$ cat src/hdl/pulse_timer_irq_consts.vh
// register offsets, field positions and reset values of the timer interrupt block
`ifndef PULSE_TIMER_IRQ_CONSTS_VH
`define PULSE_TIMER_IRQ_CONSTS_VH

// register byte offsets
`define OFS_CNT1_STATUS 8'h54
`define OFS_CNT2_STATUS 8'h58
`define OFS_CNT3_STATUS 8'h5c
`define OFS_CNT1_ENABLE 8'h60
`define OFS_CNT2_ENABLE 8'h64
`define OFS_CNT3_ENABLE 8'h68
`define OFS_PT1_CONTROL 8'h6c
`define OFS_PT2_CONTROL 8'h70
`define OFS_PT3_CONTROL 8'h74
`define OFS_PT1_COUNT   8'h78
`define OFS_PT2_COUNT   8'h7c
`define OFS_PT3_COUNT   8'h80

// status and enable field positions
`define BIT_INTERVAL    0
`define BIT_MATCH1      1
`define BIT_MATCH2      2
`define BIT_MATCH3      3
`define BIT_CNT_OVF     4
`define BIT_PT_OVF      5
`define IRQ_WIDTH       6

// pulse timer control field positions
`define BIT_PT_ENABLE   0
`define BIT_PT_LOW      1
`define BIT_PT_WRAP     2
`define CTRL_WIDTH      3
`define COUNT_WIDTH     16

// reset values and maximum count
`define RST_IRQ         6'h00
`define RST_CTRL        3'h0
`define RST_COUNT       16'h0000
`define COUNT_MAX       16'hffff

`endif

$ cat src/hdl/pulse_timer_irq.v
// interrupt status, enable and pulse-width timers for three counters
`default_nettype none
`include "pulse_timer_irq_consts.vh"

// Functional notes
// RULE1 - status: bit5 timer ovf, bit4 counter ovf, bits3-1 match, bit0 interval
// RULE2 - reading a status register clears all its flags; flags reset to zero
// RULE3 - status bits 31 to 6 ignore writes and read zero
// RULE4 - per-counter enable register, same layout; one enables a cause
// RULE5 - zero disables a cause; enables reset to zero
// RULE6 - control bit0 starts the pulse timer, zero stops it
// RULE7 - control bit1 one counts clock cycles while the input is low
// RULE8 - control bit1 zero counts clock cycles while the input is high
// RULE9 - control bit2 one lets the count wrap and keep counting
// RULE10 - control bit2 zero disables the timer and zeros count on overflow
// RULE11 - read-only 16-bit measured count per pulse timer, reset zero
// RULE12 - count register bits 31 to 16 read zero
// RULE13 - control register bits 31 to 3 are ignored
// RULE14 - pulse timer overflow sets its counter's status bit 5
// RULE15 - match events from the counters set match status bits
// RULE16 - counter interrupt high while a flag and its enable are both set
// RULE17 - count restarts at each selected level and result holds after
// RULE18 - pulse inputs pass a two flip-flop synchroniser first
module pulse_timer_irq (
    // clock and reset
    input  wire        clk,
    input  wire        rst_n,
    // register port
    input  wire [7:0]  regAddr,
    input  wire [31:0] regWrData,
    input  wire        regWrite,
    input  wire        regRead,
    output reg  [31:0] regRdData,
    // counter event strobes, one bit per counter
    input  wire [2:0]  intervalEvt,
    input  wire [2:0]  match1Evt,
    input  wire [2:0]  match2Evt,
    input  wire [2:0]  match3Evt,
    input  wire [2:0]  cntOvfEvt,
    // external pulse inputs, one per pulse timer
    input  wire [2:0]  pulseIn,
    // interrupt outputs, one per counter
    output reg  [2:0]  irqOut
);

    // status, enable and control registers
    reg [`IRQ_WIDTH-1:0]   status_reg  [0:2];
    reg [`IRQ_WIDTH-1:0]   enable_reg  [0:2];
    reg [`CTRL_WIDTH-1:0]  ctrl_reg    [0:2];
    reg [`COUNT_WIDTH-1:0] run_reg     [0:2];
    reg [`COUNT_WIDTH-1:0] result_reg  [0:2];
    reg [2:0]              syncA_reg;
    reg [2:0]              syncB_reg;
    reg [2:0]              active_reg;
    reg [2:0]              ptOvf;
    reg [31:0]             rdData_next;

    // two flip-flop synchroniser; only syncB is read by logic
    always @(posedge clk) begin
        if (!rst_n) begin
            syncA_reg <= 3'h0;
            syncB_reg <= 3'h0;
        end else begin
            syncA_reg <= pulseIn;   // [RULE18]
            syncB_reg <= syncA_reg; // [RULE18]
        end
    end

    genvar n;
    generate
        for (n = 0; n < 3; n = n + 1) begin : gChan
            wire wrCtrl = regWrite &&
                          regAddr == (`OFS_PT1_CONTROL + 8'h04 * n);
            wire wrEn   = regWrite &&
                          regAddr == (`OFS_CNT1_ENABLE + 8'h04 * n);
            wire rdStat = regRead &&
                          regAddr == (`OFS_CNT1_STATUS + 8'h04 * n);
            // selected level present: low when bit1 set, else high
            wire lvl    = ctrl_reg[n][`BIT_PT_LOW] ?
                          ~syncB_reg[n] : syncB_reg[n]; // [RULE7] [RULE8]
            wire cnting = ctrl_reg[n][`BIT_PT_ENABLE] && lvl; // [RULE6]
            wire atMax  = run_reg[n] == `COUNT_MAX;
            wire [`IRQ_WIDTH-1:0] evts = {ptOvf[n], cntOvfEvt[n],
                match3Evt[n], match2Evt[n], match1Evt[n],
                intervalEvt[n]}; // [RULE1] [RULE15] [RULE14]

            always @* begin
                ptOvf[n] = cnting && atMax;
            end

            // control and enable registers; only low bits are stored
            always @(posedge clk) begin
                if (!rst_n) begin
                    ctrl_reg[n]   <= `RST_CTRL;  // [RULE13]
                    enable_reg[n] <= `RST_IRQ;   // [RULE5]
                end else begin
                    if (wrEn)
                        enable_reg[n] <= regWrData[`IRQ_WIDTH-1:0]; // [RULE4]
                    if (wrCtrl)
                        ctrl_reg[n] <= regWrData[`CTRL_WIDTH-1:0]; // [RULE13]
                    else if (ptOvf[n] && !ctrl_reg[n][`BIT_PT_WRAP])
                        ctrl_reg[n][`BIT_PT_ENABLE] <= 1'b0; // [RULE10]
                end
            end

            // pulse measurement: run counter and held result
            always @(posedge clk) begin
                if (!rst_n) begin
                    run_reg[n]    <= `RST_COUNT;
                    result_reg[n] <= `RST_COUNT; // [RULE11]
                    active_reg[n] <= 1'b0;
                end else begin
                    active_reg[n] <= cnting;
                    if (cnting && !active_reg[n]) begin
                        run_reg[n] <= 16'h0001; // [RULE17]
                    end else if (cnting) begin
                        if (atMax && !ctrl_reg[n][`BIT_PT_WRAP]) begin
                            run_reg[n]    <= `RST_COUNT; // [RULE10]
                            result_reg[n] <= `RST_COUNT; // [RULE10]
                        end else begin
                            run_reg[n] <= run_reg[n] + 16'h0001; // [RULE9]
                        end
                    end else if (active_reg[n]) begin
                        result_reg[n] <= run_reg[n]; // [RULE17]
                    end
                end
            end

            // sticky status: a new event wins over the read clear
            always @(posedge clk) begin
                if (!rst_n)
                    status_reg[n] <= `RST_IRQ; // [RULE2]
                else if (rdStat)
                    status_reg[n] <= evts; // [RULE2]
                else
                    status_reg[n] <= status_reg[n] | evts; // [RULE1]
            end

            // level interrupt from enabled flags
            always @(posedge clk) begin
                if (!rst_n)
                    irqOut[n] <= 1'b0;
                else if (rdStat)
                    irqOut[n] <= |(evts & enable_reg[n]); // [RULE16]
                else
                    irqOut[n] <= |((status_reg[n] | evts) &
                                   enable_reg[n]); // [RULE16]
            end
        end
    endgenerate

    // read decode; unmapped and undefined bits read zero
    always @* begin
        rdData_next = 32'h0000_0000;
        case (regAddr)
            `OFS_CNT1_STATUS: rdData_next[5:0] = status_reg[0]; // [RULE3]
            `OFS_CNT2_STATUS: rdData_next[5:0] = status_reg[1];
            `OFS_CNT3_STATUS: rdData_next[5:0] = status_reg[2];
            `OFS_CNT1_ENABLE: rdData_next[5:0] = enable_reg[0];
            `OFS_CNT2_ENABLE: rdData_next[5:0] = enable_reg[1];
            `OFS_CNT3_ENABLE: rdData_next[5:0] = enable_reg[2];
            `OFS_PT1_CONTROL: rdData_next[2:0] = ctrl_reg[0];
            `OFS_PT2_CONTROL: rdData_next[2:0] = ctrl_reg[1];
            `OFS_PT3_CONTROL: rdData_next[2:0] = ctrl_reg[2];
            `OFS_PT1_COUNT:   rdData_next[15:0] = result_reg[0]; // [RULE12]
            `OFS_PT2_COUNT:   rdData_next[15:0] = result_reg[1];
            `OFS_PT3_COUNT:   rdData_next[15:0] = result_reg[2];
            default:          rdData_next = 32'h0000_0000;
        endcase
    end

    // read data register, valid the cycle after the strobe
    always @(posedge clk) begin
        if (!rst_n)
            regRdData <= 32'h0000_0000;
        else if (regRead)
            regRdData <= rdData_next;
        else
            regRdData <= 32'h0000_0000;
    end

endmodule // pulse_timer_irq
`default_nettype wire

$ cat config.mk
export PLATFORM = sky130hd
export DESIGN_NAME = pulse_timer_irq
export DESIGN_NICKNAME = d
export VERILOG_FILES = /design/src/hdl/pulse_timer_irq.v
export VERILOG_INCLUDE_DIRS = /design/src /design/src/hdl
export SDC_FILE = /design/constraint.sdc
export NUM_CORES = 1
export LEC_CHECK = 0
export ABC_AREA = 1
export CELL_PAD_IN_SITES_DETAIL_PLACEMENT = 1
export CELL_PAD_IN_SITES_GLOBAL_PLACEMENT = 1
export CORE_ASPECT_RATIO = 0.6
export CORE_UTILIZATION = 30
export DETAILED_ROUTE_END_ITERATION = 6
export DONT_BUFFER_PORTS = 1
export HOLD_SLACK_MARGIN = 0.08
export PLACE_DENSITY_LB_ADDON = 0.1
export SYNTH_ARGS = -nofsm -noshare
export SYNTH_HDL_FRONTEND = slang
export SYNTH_SLANG_ARGS = --single-unit
$ cat constraint.sdc
create_clock -name clk -period 4.8 [get_ports clk]
set_clock_uncertainty 0.05 [all_clocks]
set_input_delay 0.48 -clock clk [delete_from_list [all_inputs] [get_ports clk]]
set_output_delay 0.48 -clock clk [all_outputs]
set_load 0.01 [all_outputs]
==> impl_metrics.ini <==
[grt]
global_route_wire_length_before_repair_um = 40000
grt_remaining_overflow = 0
number_of_global_route_vias_before_repair = 6566
grt_antenna_before_repair = 1
grt_usage = 0.181
grt_max_degree = 46

[floorplanning]
start_util = 0.310
fp.dieArea_um2 = 29700
die_x_um = 222
die_h_um = 134
placementRows = 47
io_pins = 97
placeableCoreArea_um2 = 28100

[timing]
final.period_utilization = 0.556
fin_tns_setup_ns = 0
report.final.hold_viol_count = 0
timing_worst_slew_pin_value_ns = 0.906
timing_max_transition_violations_final = 0
report.final.setup_viol = 0
max_slew_margin = 0.395
layout_min_cycle_time_ns = 2.67
rsz_0062_raised_after_global_routing = no
maxClockFrequency_ghz = 0.375

[clock_network]
cts_inserted_buffers = 17
number_of_buffers_inserted_by_post_cts_setup_repair = 0
worst_setup_hold_path_clk_slew_ns = 0.07
clk_root_buffer_cell = sky130_fd_sc_hd__clkbuf_16
cts_max_level = 4
ctsLongestPathBuffers = 2
clock_tree_from_tritoncts = yes
cts_num_sinks = 169
clkLatencyLatePin_ns = 0.45

[detailed_routing]
drt_iter0_markers = 584
postRouteWirelength_um = 25500
drc = 0
via_per_inst = 4.67
detail-route-antenna-nets = 0
wl_per_cell_um = 18.1
dr_total_vias = 6577
drt_pre_antenna_iters = 5

[power_and_ir_drop]
p_comb_frac = 0.055
power.internal_mw = 2.65
vdd_drop_max_uv = 183
p_per_area_nw_per_um2 = 357
switching_power_uw = 825
design_power_total_mw = 3.48
p_leak_nw = 3.95
switching_part_of_the_total_power = 0.237
seq_power_share = 0.498
clockPowerShare = 0.448

[yosys]
ys.flop_type = sky130_fd_sc_hd__edfxtp_1
synth_top_area_frac = 0.486
synth_enable_flop_cells = 141
synth_register_bits = 169
synthesis.yosys.warnings = 0
syn_area_per_cell_um2 = 8.62
synth_area_um2 = 8710
ys_seq_area_frac = 0.550
synth.top_cells.by_area = sky130_fd_sc_hd__edfxtp_1, sky130_fd_sc_hd__nand2_1, sky130_fd_sc_hd__nor2_1
yosysTopAreaCell = sky130_fd_sc_hd__edfxtp_1
syn-instance-count = 1010
yosys.cell_types.count = 35
async_flop_share = 0

[outcome]
status = finished clean

[final_layout]
antenna_diode_count = 0
area.growth.synth_to_final_pct = 11.8
finish.net_count = 1093
stdcell_area_um2 = 9740
layout-drive-gt1-share = 0.0826
fillerInstances = 3300

[setup_path]
crit_slowest_cell = sky130_fd_sc_hd__nand3_1
critPathRequiredTime_ns = 4.68
critical_path.max_stage_delay_ns = 0.78
worst-endpoint-arrival_ns = 2.55
kind_of_cell_with_the_highest_combined_delay_on_the_critical_path = simple AND/OR/NAND/NOR gates
critical_path_class = flop to flop
worstPathBufferInverterCount = 1
path_max_fanout = 17
crit_path_start_kind = flop
cp_cell_sequence = nand2_1 -> nand2_1 -> nor2_2 -> inv_1 -> nand3_1 -> nand3_1
worst_setup_path_end_kind = flop

[run]
max-cap-violations = 0

[hold_path]
path_type_of_the_worst_min_delay_path = input port to flop

[place]
place.gp.congestion = 0.793
buffer_ports.inserted = 0
place_area_um2 = 9030
dp_hpwl_um = 19000
-- cell usage after synthesis, types with 3 or more instances --
| library cell | number |
|---|---|
| sky130_fd_sc_hd__edfxtp_1 | 141 |
| sky130_fd_sc_hd__ha_1 | 3 |
| sky130_fd_sc_hd__nand3_1 | 118 |
| sky130_fd_sc_hd__buf_1 | 3 |
| sky130_fd_sc_hd__o21bai_1 | 3 |
| sky130_fd_sc_hd__nor3_1 | 24 |
| sky130_fd_sc_hd__dfxtp_1 | 28 |
| sky130_fd_sc_hd__nor2_4 | 9 |
| sky130_fd_sc_hd__buf_6 | 4 |
| sky130_fd_sc_hd__nor2_1 | 190 |
| sky130_fd_sc_hd__inv_2 | 4 |
| sky130_fd_sc_hd__buf_4 | 24 |
| sky130_fd_sc_hd__nand2_2 | 8 |
| sky130_fd_sc_hd__a21oi_2 | 4 |
| sky130_fd_sc_hd__buf_2 | 8 |
| sky130_fd_sc_hd__xor2_1 | 17 |
| sky130_fd_sc_hd__nand4_1 | 14 |
| sky130_fd_sc_hd__nand2_1 | 212 |
| sky130_fd_sc_hd__a21oi_1 | 25 |
| sky130_fd_sc_hd__clkbuf_1 | 5 |
| sky130_fd_sc_hd__nor2_2 | 15 |
| sky130_fd_sc_hd__nand3_2 | 4 |
| sky130_fd_sc_hd__inv_1 | 119 |
| sky130_fd_sc_hd__o21ai_0 | 14 |
-- per-layer routing --
| metal | GRT usage | part of all wire | vias to the layer above | wire length [µm] |
|---|---|---|---|---|
| met5 | 0 | 0 | - | 0 |
| met4 | 0.0502 | 0.0098 | 0 | 250 |
| met3 | 0.0427 | 0.059 | 18 | 1490 |
| met2 | 0.225 | 0.36 | 142 | 9280 |
| met1 | 0.296 | 0.57 | 3137 | 14500 |
| li1 | - | - | 3280 | - |
-- final cells by class --
cell class / count / area (µm²) / area share
Sequential cell: 169 / 4790 / 0.492
Multi-Input combinational cell: 706 / 3280 / 0.337
Inverter: 123 / 462 / 0.0474
Tap cell: 367 / 459 / 0.0472
Clock buffer: 20 / 447 / 0.0459
Clock inverter: 12 / 198 / 0.0203
Timing Repair Buffer: 11 / 97.6 / 0.0100
-- through the flow --
stage / worst slack, ns / utilization / hold slack (ns) / instances
after floorplan: 2.46 / - / 0.340 / 1042
after global placement: 2.12 / 0.322 / 0.353 / 1370
after detailed placement: 2.07 / 0.322 / 0.357 / 1370
after CTS: 2.05 / 0.347 / 0.0885 / 1408
after global routing: 1.85 / 0.347 / 0.104 / 1408
final: 2.13 / 0.347 / 0.128 / 1408
-- final timing paths --
kind / start / to / slack [ns] / cells after the start
max: ctrl_reg[0][1]$_SDFFCE_PN0P_ / result_reg[0][8]$_SDFFCE_PN0P_ / 2.13 / 6
min: rst_n / irqOut[1]$_SDFF_PN0_ / 0.13 / 2
max reg2reg: ctrl_reg[0][1]$_SDFFCE_PN0P_ / result_reg[0][8]$_SDFFCE_PN0P_ / 2.13 / 6
min reg2reg: syncA_reg[0]$_SDFF_PN0_ / syncB_reg[0]$_SDFF_PN0_ / 0.37 / 2
-- repair_timing --
| action | CTS | global route |
|---|---|---|
| gates resized for setup | 0 | 0 |
| hold endpoints to repair | 5 | 0 |
| hold buffers | 6 | 0 |
-- power groups by stage --
stage | clock (mW) | sequential [mW] | combinational [mW]
3_5_place_dp | 0 | 1.76 | 0.186
3_3_place_gp | 0 | 1.76 | 0.185
4_1_cts | 1.60 | 1.73 | 0.191
6_report | 1.56 | 1.73 | 0.190
2_1_floorplan | 0 | 1.73 | 0.154
5_1_grt | 1.65 | 1.74 | 0.217
-- cells in the final DEF, fill, tap and decap left out, types with 17 or more instances in the layout --
cell type,count
sky130_fd_sc_hd__a21oi_1,25
sky130_fd_sc_hd__xor2_1,17
sky130_fd_sc_hd__nor3_1,24
sky130_fd_sc_hd__edfxtp_1,141
sky130_fd_sc_hd__inv_1,119
sky130_fd_sc_hd__nand2_1,212
sky130_fd_sc_hd__conb_1,34
sky130_fd_sc_hd__nand3_1,118
sky130_fd_sc_hd__dfxtp_1,28
sky130_fd_sc_hd__nor2_1,189
sky130_fd_sc_hd__clkbuf_16,17
-- cell families after synthesis --
family,share of synthesized area
other,0.000862
buffers and inverters,0.0869
DFF,0.550
and+or+nand+nor,0.310
AOI/OAI and AO/OA,0.0306
adders and majority gates,0.00431
xor gates and xnor gates,0.0171
(Power assumes the default switching activity.)
